--- src/verilog/abpm_cfg.svh ---
`ifndef ABPM_CFG_SVH
`define ABPM_CFG_SVH
// Register indices inside one timeslot
`define ABPM_REG_PTR_CFG      2'h0
`define ABPM_REG_MON_CFG      2'h1
`define ABPM_REG_PTR_ERDI     2'h2
`define ABPM_REG_LABEL        2'h3
// Pointer interpreter config bits
`define ABPM_B_SS_CHECK       1
`define ABPM_B_JUST_DIS       2
`define ABPM_B_FAST_AIS       3
`define ABPM_B_INV_RST        4
`define ABPM_B_NDF_DEF        5
`define ABPM_B_BYPASS         6
`define ABPM_PTR_CFG_MASK     16'h00fe
// Error monitor config bits
`define ABPM_B_LABEL_ALG      0
`define ABPM_B_LABEL_PERS     1
`define ABPM_B_MM_CLR         2
`define ABPM_B_RDI_PERS       3
`define ABPM_B_FS_EXCL        4
`define ABPM_B_BIP_BLK        5
`define ABPM_B_REI_BLK        8
`define ABPM_B_INB_EN         9
`define ABPM_B_INB_BLK        10
`define ABPM_MON_CFG_MASK     16'h0fff
`define ABPM_CFG_RESET        16'h0000
// Pointer constants
`define ABPM_SS_VALID         2'h2
`define ABPM_PTR_MAX          10'h30e
`define ABPM_PTR_MAX_TU3      10'h2fc
`define ABPM_AIS_WORD         16'hffff
`define ABPM_INC_MASK         10'h2aa
`define ABPM_DEC_MASK         10'h155
// Frame counts and the REI limit
`define ABPM_JUST_GAP         3'h3
`define ABPM_AIS_FAST         3'h1
`define ABPM_AIS_SLOW         3'h3
`define ABPM_EQ_NEW           3'h3
`define ABPM_LOP_CNT          4'h8
`define ABPM_LABEL_SHORT      4'h3
`define ABPM_LABEL_LONG       4'h5
`define ABPM_RDI_SHORT        4'h5
`define ABPM_RDI_LONG         4'ha
`define ABPM_REI_MAX          4'h8
`endif

--- src/verilog/abpm_pkg.sv ---
package abpm_pkg;
  typedef enum logic [1:0] {PTR_NORM, PTR_LOP, PTR_AIS} abpm_ptr_state_t;

  // One frame's overhead for one timeslot
  typedef struct packed {
    logic [3:0]  ts;
    logic [15:0] ptrWord;
    logic [7:0]  c2;
    logic [7:0]  g1;
    logic [7:0]  b3;
    logic [7:0]  parityAll;
    logic [7:0]  parityNoFs;
    logic        vc3;
    logic        tu3;
  } abpm_frame_t;

  // Per-frame result
  typedef struct packed {
    logic [3:0]      ts;
    logic [7:0]      g1Out;
    logic [3:0]      bipCount;
    logic [3:0]      reiCount;
    abpm_ptr_state_t ptrState;
    logic            mismatch;
    logic            unequipped;
    logic            payloadDefect;
  } abpm_result_t;

  // Per-timeslot state
  typedef struct packed {
    logic [15:0]     ptrCfg;
    logic [15:0]     monCfg;
    abpm_ptr_state_t ptrState;
    logic [9:0]      activePtr;
    logic [9:0]      currentPtr;
    logic [1:0]      currentSs;
    logic [2:0]      justAge;
    logic [2:0]      aisCnt;
    logic [3:0]      invalid_ctr_reset_sel;
    logic [3:0]      newflag_ctr_def_sel;
    logic [2:0]      eqCnt;
    logic [9:0]      candPtr;
    logic [7:0]      labelCand;
    logic [3:0]      labelCnt;
    logic [7:0]      acceptedLabel;
    logic [7:0]      capturedLabel;
    logic [2:0]      g1Cand;
    logic [3:0]      g1Cnt;
    logic [2:0]      filteredErdi;
    logic            mismatch;
  } abpm_slot_t;
endpackage

--- src/verilog/add_bus_pointer_path_monitor.sv ---
`timescale 1ns/1ps
`include "abpm_cfg.svh"

////////////////////////////////////////////////////////////////////////////////
// Frame FIFO; ready is registered so it can feed a top-level output
module abpm_fifo #(
  parameter int WIDTH = 8,
  parameter int DEPTH = 4
) (
  // Clock and reset
  input  wire logic             sys_clk,
  input  wire logic             sys_rst,
  // Fill side
  input  wire logic             inValid,
  output logic                  inReady,
  input  wire logic [WIDTH-1:0] inData,
  // Drain side
  output logic                  outValid,
  input  wire logic             outReady,
  output logic [WIDTH-1:0]      outData
);
  localparam int AW = $clog2(DEPTH);
  typedef struct packed {
    logic [AW-1:0] wrPtr;
    logic [AW-1:0] rdPtr;
    logic [AW:0]   count;
    logic          ready;
  } abpm_fifo_state_t;

  abpm_fifo_state_t stateFf;
  abpm_fifo_state_t nxtState;
  logic [WIDTH-1:0] memFf [DEPTH];
  logic             pushEn;
  logic             popEn;

  assign pushEn   = inValid && stateFf.ready;
  assign popEn    = outReady && (stateFf.count != '0);
  assign inReady  = stateFf.ready;
  assign outValid = stateFf.count != '0;
  assign outData  = memFf[stateFf.rdPtr];

  // Pointer and level bookkeeping
  always_comb
  begin
    nxtState = stateFf;
    if (pushEn)
      nxtState.wrPtr = stateFf.wrPtr + 1'b1;
    if (popEn)
      nxtState.rdPtr = stateFf.rdPtr + 1'b1;
    nxtState.count = stateFf.count + {{AW{1'b0}}, pushEn} - {{AW{1'b0}}, popEn};
    nxtState.ready = nxtState.count != (AW + 1)'(DEPTH);
  end

  always_ff @(posedge sys_clk)
  begin
    if (sys_rst)
      stateFf <= '{wrPtr: '0, rdPtr: '0, count: '0, ready: 1'b1};
    else
      stateFf <= nxtState;
    if (pushEn)
      memFf[stateFf.wrPtr] <= inData;
  end
endmodule

////////////////////////////////////////////////////////////////////////////////
// Behaviour
// - With SS check on, pointer indications other than AIS need SS equal 10, else SS ignored
// - Without spacing disable, inc/dec within 3 frames of last adjustment is invalid
// - With spacing disable, inc/dec every frame; new-data accepted any frame
// - Enter AIS after 1 indication in fast mode, 3 otherwise
// - Optionally clear invalid counter on 3 identical new pointers
// - New-data counter definition optionally also counts offsets outside legal range
// - Bypass bit disables pointer interpreter for its timeslot
// - Label algorithm select changes mismatch and payload defect definitions
// - Accept label after 5 equal frames, or 3
// - Optionally end mismatch defect when unequipped is declared
// - Accept RDI/ERDI after 10 equal G1 patterns, or 5
// - Optionally exclude fixed stuff from VC-3 parity
// - Parity errors counted as blocks (max 1) or bits (max 8)
// - REI counted as blocks (max 1) or bits (max 8)
// - In-band mode rewrites outgoing G1 with REI and ERDI
// - In-band REI inserted as blocks or bits
// - Report current 10-bit pointer
// - Report current 2-bit SS value
// - Hold filtered 3-bit ERDI updated only after persistence
// - Accepted label in low byte of label register
// - Captured label every frame in high byte of label register
module add_bus_pointer_path_monitor #(
  parameter int         NUM_SLOTS      = 12,
  parameter int         FIFO_DEPTH     = 4,
  parameter logic [7:0] EXPECTED_LABEL = 8'h01
) (
  // Clock and reset
  input  wire logic                  sys_clk,
  input  wire logic                  sys_rst,
  // Indirect register access
  input  wire logic                  regWr,
  input  wire logic                  regRd,
  input  wire logic [3:0]            regSlot,
  input  wire logic [1:0]            regIdx,
  input  wire logic [15:0]           regWdata,
  output logic [15:0]                regRdata,
  output logic                       regRvalid,
  // Frame overhead stream in
  input  wire logic                  frameValid,
  output logic                       frameReady,
  input  wire abpm_pkg::abpm_frame_t frameData,
  // Result stream out
  output logic                       resValid,
  input  wire logic                  resReady,
  output abpm_pkg::abpm_result_t     resData
);
  typedef struct packed {
    abpm_pkg::abpm_slot_t [NUM_SLOTS-1:0] slot;
    logic [15:0]                          rdata;
    logic                                 rvalid;
    logic                                 resValid;
    abpm_pkg::abpm_result_t               res;
  } abpm_top_state_t;

  abpm_top_state_t       stateFf;
  abpm_top_state_t       nxtState;
  logic                  fifoReady;
  logic                  qValid;
  abpm_pkg::abpm_frame_t q;
  logic                  take;

  // Normal NDF codes and enabled NDF codes (one bit of tolerance)
  function automatic logic ndfNormal(input logic [3:0] n);
    return n inside {4'h6, 4'he, 4'h2, 4'h4, 4'h7};
  endfunction
  function automatic logic ndfEnabled(input logic [3:0] n);
    return n inside {4'h9, 4'h1, 4'hd, 4'hb, 4'h8};
  endfunction
  function automatic logic [3:0] popCount(input logic [7:0] v);
    logic [3:0] c;
    c = '0;
    for (int i = 0; i < 8; i++)
      c = c + {3'h0, v[i]};
    return c;
  endfunction

  abpm_fifo #(.WIDTH($bits(abpm_pkg::abpm_frame_t)), .DEPTH(FIFO_DEPTH)) frameFifo (
    .sys_clk  (sys_clk),
    .sys_rst  (sys_rst),
    .inValid  (frameValid),
    .inReady  (fifoReady),
    .inData   (frameData),
    .outValid (qValid),
    .outReady (take),
    .outData  (q)
  );

  // A frame is taken only when the result register can be refilled
  assign take       = qValid && (!stateFf.resValid || resReady);
  assign frameReady = fifoReady;
  assign regRdata   = stateFf.rdata;
  assign regRvalid  = stateFf.rvalid;
  assign resValid   = stateFf.resValid;
  assign resData    = stateFf.res;

  ////////////////////////////////////////////////////////////////////////////////
  // Frame processing and register access
  always_comb
  begin
    abpm_pkg::abpm_slot_t s;
    logic [9:0] ptr;
    logic [1:0] ss;
    logic [9:0] maxPtr;
    logic       ssOk;
    logic       isAis;
    logic       isNorm;
    logic       isInc;
    logic       isDec;
    logic       isNew;
    logic       isNdf;
    logic       ndfForLop;
    logic       justOk;
    logic       isInv;
    logic [2:0] aisNeed;
    logic [3:0] labelNeed;
    logic [3:0] rdiNeed;
    logic [7:0] bipErr;
    logic [3:0] bipCnt;
    logic [3:0] reiRaw;
    logic [3:0] reiCnt;
    logic [3:0] reiIns;
    logic       uneq;
    logic       pdi;
    logic [2:0] erdiOut;
    s = '0;
    ptr = '0; ss = '0; maxPtr = '0; ssOk = 1'b0; isAis = 1'b0; isNorm = 1'b0;
    isInc = 1'b0; isDec = 1'b0; isNew = 1'b0; isNdf = 1'b0; ndfForLop = 1'b0;
    justOk = 1'b0; isInv = 1'b0; aisNeed = '0; labelNeed = '0; rdiNeed = '0;
    bipErr = '0; bipCnt = '0; reiRaw = '0; reiCnt = '0; reiIns = '0;
    uneq = 1'b0; pdi = 1'b0; erdiOut = '0;
    nxtState = stateFf;
    nxtState.rvalid = 1'b0;
    if (resReady)
      nxtState.resValid = 1'b0;

    // Per-timeslot register write; reserved bits masked to zero
    if (regWr && 32'(regSlot) < NUM_SLOTS)
    begin
      if (regIdx == `ABPM_REG_PTR_CFG)
        nxtState.slot[regSlot].ptrCfg = regWdata & `ABPM_PTR_CFG_MASK;
      else if (regIdx == `ABPM_REG_MON_CFG)
        nxtState.slot[regSlot].monCfg = regWdata & `ABPM_MON_CFG_MASK;
    end

    if (take && 32'(q.ts) < NUM_SLOTS)
    begin
      s      = stateFf.slot[q.ts];
      ptr    = q.ptrWord[9:0];
      ss     = q.ptrWord[11:10];
      maxPtr = q.tu3 ? `ABPM_PTR_MAX_TU3 : `ABPM_PTR_MAX;
      // Pointer indications
      ssOk   = !s.ptrCfg[`ABPM_B_SS_CHECK] || ss == `ABPM_SS_VALID;
      isAis  = q.ptrWord == `ABPM_AIS_WORD;
      isNorm = ndfNormal(q.ptrWord[15:12]) && ssOk && ptr == s.activePtr;
      isInc  = ndfNormal(q.ptrWord[15:12]) && ssOk && (ptr ^ s.activePtr) == `ABPM_INC_MASK;
      isDec  = ndfNormal(q.ptrWord[15:12]) && ssOk && (ptr ^ s.activePtr) == `ABPM_DEC_MASK;
      isNew  = ndfNormal(q.ptrWord[15:12]) && ssOk && ptr <= maxPtr && !isNorm && !isInc && !isDec;
      isNdf  = ndfEnabled(q.ptrWord[15:12]) && ssOk && ptr <= maxPtr;
      ndfForLop = ndfEnabled(q.ptrWord[15:12]) && ssOk &&
                  (s.ptrCfg[`ABPM_B_NDF_DEF] || ptr <= maxPtr);
      // Spacing check against last adjustment
      justOk = s.ptrCfg[`ABPM_B_JUST_DIS] || s.justAge >= `ABPM_JUST_GAP;
      isInv  = !isAis && !isNorm && !isNew && !isNdf && !((isInc || isDec) && justOk);
      s.currentPtr = ptr;
      s.currentSs  = ss;
      aisNeed = s.ptrCfg[`ABPM_B_FAST_AIS] ? `ABPM_AIS_FAST : `ABPM_AIS_SLOW;
      if (s.ptrCfg[`ABPM_B_BYPASS])
      begin
        s.ptrState = abpm_pkg::PTR_NORM;
        s.aisCnt = '0; s.invalid_ctr_reset_sel = '0; s.newflag_ctr_def_sel = '0; s.eqCnt = '0;
      end
      else
      begin
        s.justAge = (s.justAge == 3'h7) ? s.justAge : s.justAge + 3'h1;
        s.aisCnt  = isAis ? ((s.aisCnt == 3'h7) ? s.aisCnt : s.aisCnt + 3'h1) : '0;
        s.invalid_ctr_reset_sel  = isInv ? s.invalid_ctr_reset_sel + 4'h1 : '0;
        s.newflag_ctr_def_sel  = ndfForLop ? s.newflag_ctr_def_sel + 4'h1 : '0;
        if (isNew)
        begin
          s.eqCnt   = (ptr == s.candPtr) ? s.eqCnt + 3'h1 : 3'h1;
          s.candPtr = ptr;
        end
        else
          s.eqCnt = '0;
        if (s.aisCnt >= aisNeed)
          s.ptrState = abpm_pkg::PTR_AIS;
        else if ((isInc || isDec) && justOk && s.ptrState == abpm_pkg::PTR_NORM)
        begin
          s.activePtr = isInc ? s.activePtr + 10'h1 : s.activePtr - 10'h1;
          s.justAge = '0;
        end
        else if (isNdf)
        begin
          s.activePtr = ptr;
          s.justAge = '0;
          s.ptrState = abpm_pkg::PTR_NORM;
        end
        else if (s.eqCnt == `ABPM_EQ_NEW)
        begin
          s.activePtr = ptr;
          s.ptrState = abpm_pkg::PTR_NORM;
          if (s.ptrCfg[`ABPM_B_INV_RST])
            s.invalid_ctr_reset_sel = '0;
        end
        if (s.invalid_ctr_reset_sel == `ABPM_LOP_CNT || s.newflag_ctr_def_sel == `ABPM_LOP_CNT)
          s.ptrState = abpm_pkg::PTR_LOP;
      end

      // Signal label persistence
      s.capturedLabel = q.c2;
      labelNeed = s.monCfg[`ABPM_B_LABEL_PERS] ? `ABPM_LABEL_LONG : `ABPM_LABEL_SHORT;
      s.labelCnt = (q.c2 == s.labelCand && s.labelCnt != 4'hf) ? s.labelCnt + 4'h1 : 4'h1;
      s.labelCand = q.c2;
      if (s.labelCnt >= labelNeed)
        s.acceptedLabel = s.labelCand;
      uneq = s.acceptedLabel == 8'h00;
      // Algorithm 1 reads E1..FC as a payload defect, not a mismatch
      pdi = !s.monCfg[`ABPM_B_LABEL_ALG] && s.acceptedLabel >= 8'he1 && s.acceptedLabel <= 8'hfc;
      if (!uneq && !pdi && s.acceptedLabel != EXPECTED_LABEL)
        s.mismatch = 1'b1;
      else if (uneq && s.monCfg[`ABPM_B_MM_CLR])
        s.mismatch = 1'b0;
      else if (!uneq)
        s.mismatch = 1'b0;

      // RDI/ERDI persistence on G1 bits 5..7
      rdiNeed = s.monCfg[`ABPM_B_RDI_PERS] ? `ABPM_RDI_LONG : `ABPM_RDI_SHORT;
      s.g1Cnt = (q.g1[3:1] == s.g1Cand && s.g1Cnt != 4'hf) ? s.g1Cnt + 4'h1 : 4'h1;
      s.g1Cand = q.g1[3:1];
      if (s.g1Cnt >= rdiNeed)
        s.filteredErdi = s.g1Cand;

      // Parity, fixed stuff only dropped for VC-3 payloads
      bipErr = ((q.vc3 && s.monCfg[`ABPM_B_FS_EXCL]) ? q.parityNoFs : q.parityAll) ^ q.b3;
      bipCnt = s.monCfg[`ABPM_B_BIP_BLK] ? {3'h0, |bipErr} : popCount(bipErr);
      // REI values above 8 carry no errors
      reiRaw = (q.g1[7:4] > `ABPM_REI_MAX) ? 4'h0 : q.g1[7:4];
      reiCnt = s.monCfg[`ABPM_B_REI_BLK] ? {3'h0, reiRaw != 4'h0} : reiRaw;
      reiIns = s.monCfg[`ABPM_B_INB_BLK] ? {3'h0, |bipErr} : popCount(bipErr);
      // Server defect outranks payload defects in the returned ERDI code
      if (s.ptrState != abpm_pkg::PTR_NORM)
        erdiOut = 3'h5;
      else if (uneq || s.mismatch)
        erdiOut = 3'h2;
      else
        erdiOut = 3'h1;

      nxtState.res.ts            = q.ts;
      nxtState.res.g1Out         = s.monCfg[`ABPM_B_INB_EN] ? {reiIns, erdiOut, q.g1[0]} : q.g1;
      nxtState.res.bipCount      = bipCnt;
      nxtState.res.reiCount      = reiCnt;
      nxtState.res.ptrState      = s.ptrState;
      nxtState.res.mismatch      = s.mismatch;
      nxtState.res.unequipped    = uneq;
      nxtState.res.payloadDefect = pdi;
      nxtState.resValid          = 1'b1;
      // Keep any same-cycle config write
      s.ptrCfg = nxtState.slot[q.ts].ptrCfg;
      s.monCfg = nxtState.slot[q.ts].monCfg;
      nxtState.slot[q.ts] = s;
    end
    else if (take)
      nxtState.resValid = 1'b0;

    // Read returns one cycle later; unmapped slot reads zero
    if (regRd)
    begin
      nxtState.rvalid = 1'b1;
      nxtState.rdata  = '0;
      if (32'(regSlot) < NUM_SLOTS)
        unique case (regIdx)
          `ABPM_REG_PTR_CFG:  nxtState.rdata = stateFf.slot[regSlot].ptrCfg;
          `ABPM_REG_MON_CFG:  nxtState.rdata = stateFf.slot[regSlot].monCfg;
          `ABPM_REG_PTR_ERDI: nxtState.rdata = {stateFf.slot[regSlot].filteredErdi, 1'b0,
                                                stateFf.slot[regSlot].currentSs,
                                                stateFf.slot[regSlot].currentPtr};
          `ABPM_REG_LABEL:    nxtState.rdata = {stateFf.slot[regSlot].capturedLabel,
                                                stateFf.slot[regSlot].acceptedLabel};
        endcase
    end
  end

  always_ff @(posedge sys_clk)
  begin
    if (sys_rst)
      stateFf <= '0;
    else
      stateFf <= nxtState;
  end

  ////////////////////////////////////////////////////////////////////////////////
  // Checks
  abpm_pkg::abpm_slot_t pre;
  abpm_pkg::abpm_slot_t post;
  logic                 procOk;
  assign procOk = take && 32'(q.ts) < NUM_SLOTS && !(regWr && regSlot == q.ts);
  assign pre    = stateFf.slot[q.ts];
  assign post   = nxtState.slot[q.ts];

  // Any enabled new-data code, SS aside; such a frame may move the pointer
  logic isNdfSig;
  assign isNdfSig = ndfEnabled(q.ptrWord[15:12]);

  ss_check_a: assert property (@(posedge sys_clk) disable iff (sys_rst)
    procOk && pre.ptrCfg[`ABPM_B_SS_CHECK] && q.ptrWord[11:10] != `ABPM_SS_VALID && !pre.ptrCfg[`ABPM_B_BYPASS]
    |-> post.activePtr == pre.activePtr || post.ptrState != abpm_pkg::PTR_NORM)
    else $error("pointer moved with bad SS");
  just_spacing_a: assert property (@(posedge sys_clk) disable iff (sys_rst)
    procOk && !pre.ptrCfg[`ABPM_B_JUST_DIS] && pre.justAge < `ABPM_JUST_GAP && !isNdfSig
    && pre.ptrState == abpm_pkg::PTR_NORM && post.ptrState == abpm_pkg::PTR_NORM && pre.eqCnt < 3'h2
    |-> post.activePtr == pre.activePtr)
    else $error("justification accepted too soon");
  ais_entry_a: assert property (@(posedge sys_clk) disable iff (sys_rst)
    procOk && !pre.ptrCfg[`ABPM_B_BYPASS] && q.ptrWord == `ABPM_AIS_WORD && pre.ptrCfg[`ABPM_B_FAST_AIS]
    |=> stateFf.slot[$past(q.ts)].ptrState == abpm_pkg::PTR_AIS)
    else $error("fast AIS entry missed");
  bypass_hold_a: assert property (@(posedge sys_clk) disable iff (sys_rst)
    procOk && pre.ptrCfg[`ABPM_B_BYPASS] |-> post.ptrState == abpm_pkg::PTR_NORM && post.invalid_ctr_reset_sel == 4'h0)
    else $error("bypassed slot still interpreting");
  label_persist_a: assert property (@(posedge sys_clk) disable iff (sys_rst)
    procOk && post.acceptedLabel != pre.acceptedLabel
    |-> post.labelCnt >= (pre.monCfg[`ABPM_B_LABEL_PERS] ? `ABPM_LABEL_LONG : `ABPM_LABEL_SHORT))
    else $error("label accepted without persistence");
  erdi_persist_a: assert property (@(posedge sys_clk) disable iff (sys_rst)
    procOk && post.filteredErdi != pre.filteredErdi
    |-> post.g1Cnt >= (pre.monCfg[`ABPM_B_RDI_PERS] ? `ABPM_RDI_LONG : `ABPM_RDI_SHORT))
    else $error("ERDI updated without persistence");
  block_count_a: assert property (@(posedge sys_clk) disable iff (sys_rst)
    procOk && pre.monCfg[`ABPM_B_BIP_BLK] && pre.monCfg[`ABPM_B_REI_BLK]
    |=> resValid && resData.bipCount <= 4'h1 && resData.reiCount <= 4'h1)
    else $error("block count above one");
  g1_pass_a: assert property (@(posedge sys_clk) disable iff (sys_rst)
    procOk && !pre.monCfg[`ABPM_B_INB_EN] |=> resData.g1Out == $past(q.g1))
    else $error("G1 altered with in-band off");
  capture_a: assert property (@(posedge sys_clk) disable iff (sys_rst)
    procOk |=> stateFf.slot[$past(q.ts)].capturedLabel == $past(q.c2))
    else $error("label not captured");
  read_ptr_a: assert property (@(posedge sys_clk) disable iff (sys_rst)
    regRd && regIdx == `ABPM_REG_PTR_ERDI && 32'(regSlot) < NUM_SLOTS
    |=> regRvalid && regRdata[11:0] == {$past(stateFf.slot[regSlot].currentSs), $past(stateFf.slot[regSlot].currentPtr)})
    else $error("pointer readback wrong");

  ais_seen_c: cover property (@(posedge sys_clk) disable iff (sys_rst) resValid && resData.ptrState == abpm_pkg::PTR_AIS);
  lop_seen_c: cover property (@(posedge sys_clk) disable iff (sys_rst) resValid && resData.ptrState == abpm_pkg::PTR_LOP);
  fifo_full_c: cover property (@(posedge sys_clk) disable iff (sys_rst) !frameReady);
  mismatch_c: cover property (@(posedge sys_clk) disable iff (sys_rst) resValid && resData.mismatch);
endmodule

--- config.mk ---
export PLATFORM = sky130hd
export DESIGN_NAME = add_bus_pointer_path_monitor
export DESIGN_NICKNAME = d
export VERILOG_FILES = /design/src/verilog/abpm_pkg.sv /design/src/verilog/add_bus_pointer_path_monitor.sv
export VERILOG_INCLUDE_DIRS = /design/src /design/src/verilog
export SDC_FILE = /design/constraint.sdc
export NUM_CORES = 2
export LEC_CHECK = 0
export ABC_AREA = 1
export BUFFER_PORTS_ARGS = -buffer_cell sky130_fd_sc_hd__buf_2
export CORE_MARGIN = 5
export CORE_UTILIZATION = 55
export CTS_BUF_LIST = sky130_fd_sc_hd__clkbuf_8
export DETAILED_ROUTE_END_ITERATION = 8
export HOLD_SLACK_MARGIN = 0.03
export PLACE_DENSITY = 0.71
export REMOVE_ABC_BUFFERS = 1
export SETUP_SLACK_MARGIN = 0.2
export SLEW_MARGIN = 5
export SYNTH_ARGS = -nofsm -noshare
export SYNTH_HDL_FRONTEND = slang
export SYNTH_SLANG_ARGS = --single-unit
--- constraint.sdc ---
create_clock -name sys_clk -period 7.6 [get_ports sys_clk]
set_input_delay 0.76 -clock sys_clk [delete_from_list [all_inputs] [get_ports sys_clk]]
set_output_delay 0.76 -clock sys_clk [all_outputs]
set_load 0.005 [all_outputs]
==> metrics <==
outcome complete, but fails checks; failing checks DRC; Setup WS post-layout 0.5767 ns; #FFs+latches synth 1669; final instance area 79850 um^2; # nets final 9174; Yosys cell types 70; clk buf depth 4; fin. max-slew vios 0; Setup crit start kind register; EDFF count, synth 248; vias in the first global route 64157; Worst Path Required 8.49 ns; mapped cell area 73100 um^2; initial antenna violation count 14; Data arrival, critical path 7.91 ns; Clock Tree Root clkbuf_8; Wirelength per Cell 22.80 um; Clock Pin Slew Worst Setup and Hold Paths 0.06 ns; Tcrit/Tclk final 0.9241; predominant post-synthesis flop cell dfxtp_1; r2r setup slk 0.58 ns; worst hold path endpoint stateFf[1120]$_SDFF_PP0_; overall power 34720 uW; Remaining Overflow, GRT 0; num rows 133; Synth area leaders dfxtp_1 (39%), edfxtp_1 (10%), o21ai_0 (8.6%); Clock Latency Late Sink 1.01 ns; hold crit path type in2reg; area growth from synthesis to layout 9.234%; layout cell share with drive strength beyond 1 0.08680; skew final 0.09838 ns; Least-Margin Pin Slew 1.336 ns; Rel. slew slack 0.1091; 1st-pass router iterations 9; H-tree depth 5; PD cells 434.8 nW/um^2; HP Start regWdata[11]; dominant cell type by area after synthesis dfxtp_1; Pleak 0.03178 uW; antenna-violating nets left 0; Overall Global Routing Usage 0.3389; Worst Reg-to-Reg Cells 20; GP Congestion 0.9292; total wire length 250.4 mm; TNS Setup 0 ns; Seq/Total Area, Yosys 0.4910; # placed instances 10435; CTS sink cnt 1669; Initial Util 0.5547; DRT iter0 DRCs 9397; reg-to-reg critical path endpoint resData[19]$_SDFFE_PP0P_; Setup-failing EPs final 0; synthesized area per cell 7.897 um^2; commonest cells in the netlist dfxtp_1 (1421), o21ai_0 (1256), nand2_1 (1201), a21oi_1 (1079), nor2_1 (838); chip width 374.6 um; most frequent cell after synthesis dfxtp_1; # DRC 2; Cell Area, Placed 73570 um^2; min Tclk post-route 7.023 ns; WHS Path Cells 3; DP HPWL 141.9 mm; max-cap violations 0; f_max 142.4 MHz; Post-CTS Setup Bufs 0; Synth Instances 9257; TritonCTS clock tree done; Max VDD drop 0.8038 mV; Synth Warn # 0; Worst Setup End Kind register; final hold vios 0; crit-path max FO 24; die height 374.6 um; Vias per Instance 6.253; top cell type's share of synthesized area 0.3891; fin cells 10983; pin count of the biggest net entering global routing 326; io pins 134; pre-CTS WS 0.5765 ns; Post-synth ARST share 0; die area 140300 um^2; PortBufs 129; total number of vias 68673; cts bufs inserted 295; core box area 131800 um^2; RSZ-0062 raised after global routing no; first-pass GRT wire length 377.5 mm; Setup Crit Path Kind reg2reg
[metrics by stage]
| stage | hold WS [ns] | utilization |
|---|---|---|
| final | 0.1658 | 0.6059 |
| after global routing | 0.1596 | 0.6058 |
| after CTS | 0.1007 | 0.6056 |
| after detailed placement | 0.4280 | 0.5582 |
| after global placement | 0.4255 | 0.5582 |
| after floorplan | 0.4187 | - |
[layout by cell type, fill, tap and decap left out, drive strengths merged, types with 20 or more instances in the layout]
cell type    count
a31oi           20
ha              38
clkbuf         361
o221ai          67
nand3          196
clkinv          27
dfxtp         1421
xor2            22
o22ai          387
or2             33
nor2           850
edfxtp         248
a22oi          221
a211oi         156
nor3            20
nand4           77
a221oi          27
o211ai          43
a21oi         1081
a32oi           22
inv            877
nand2         1218
o21ai         1300
dlygate4sd3     63
o21bai          29
buf            282
[power breakdown]
part,total (uW),internal (uW),switching [uW]
clock,8120,4470,3650
sequential,10900,10200,619
combinational,15700,4110,11600
[kinds of logic (layout without fill, tap and decap cells)]
kind of cell / after synthesis / count (layout) / share of synthesized area
other: 0 / 11 / 0
AOI/OAI and AO/OA: 3428 / 3428 / 0.2677
xor gates and xnor gates: 35 / 35 / 0.004193
adders and majority gates: 44 / 44 / 0.008147
and+or+nand+nor: 2418 / 2418 / 0.1350
DFF: 1669 / 1669 / 0.4910
buffers and inverters: 1661 / 1621 / 0.09362
muxes: 2 / 2 / 0.0002910
[sequential cells by signal, indices dropped and copies added, names as in the netlist, named ones only]
register           flops
regRdata              16
resData               25
frameFifo.memFf      248
regRvalid              1
frameFifo.stateFf      7
resValid               1
stateFf             1368
frameFifo.inReady      1
[worst max-delay path, stage by stage (launching register included)]
cell      delay (ns)
dfxtp_1         0.65
clkinv_2        0.22
nand3_1         0.13
nand2_1         0.47
nand2_4         0.58
o21ai_0         0.20
o41ai_1         0.26
inv_1           0.07
nor2_1          0.58
nand2_2         0.41
o21ai_0         0.36
xor2_1          0.29
fa_1            0.51
fa_1            0.50
fa_1            0.50
inv_1           0.04
ha_1            0.21
fa_1            0.44
xor2_1          0.23
nand3b_1        0.11
a21oi_1         0.13
[worst max-delay path by stage]
stage / from / endpoint / slack [ns] / cells after the start
2_1_floorplan: register / stateFf[929]$_SDFFE_PP0P_ / -5.33 / 9
3_3_place_gp: register / resData[19]$_SDFFE_PP0P_ / 0.64 / 20
3_5_place_dp: register / resData[19]$_SDFFE_PP0P_ / 0.58 / 20
4_1_cts: register / resData[19]$_SDFFE_PP0P_ / 0.55 / 20
5_1_grt: register / stateFf[1264]$_SDFFE_PP0P_ / 0.25 / 25
6_report: register / resData[19]$_SDFFE_PP0P_ / 0.58 / 20
[what timing repair did]
| item | in CTS | in global routing |
|---|---|---|
| resized for setup | 0 | 3 |
| endpoints found under the setup margin | 0 | 43 |
| hold buffers | 63 | 0 |
| hold endpoints to repair | 249 | 0 |
[metal layers]
layer	vias up	GRT usage	part of all wire
met2	4079	0.5170	0.43
met4	10	0.1881	0.061
met3	934	0.08868	0.12
met1	32267	0.4393	0.39
li1	31383	-	-
met5	-	0	0.00028
[cell type report]
type                    count  area (um^2)
clock inverters           113        640.6
clock buffers             361         4969
multi-input cells        5927        30560
flip-flops and latches   1669        35900
diodes                     11        27.53
fillers                 11627        51940
inverters                 802         3043
repair buffers            345         2522
well taps                1755         2196
Note: power is estimated with default switching activity, not from simulation.
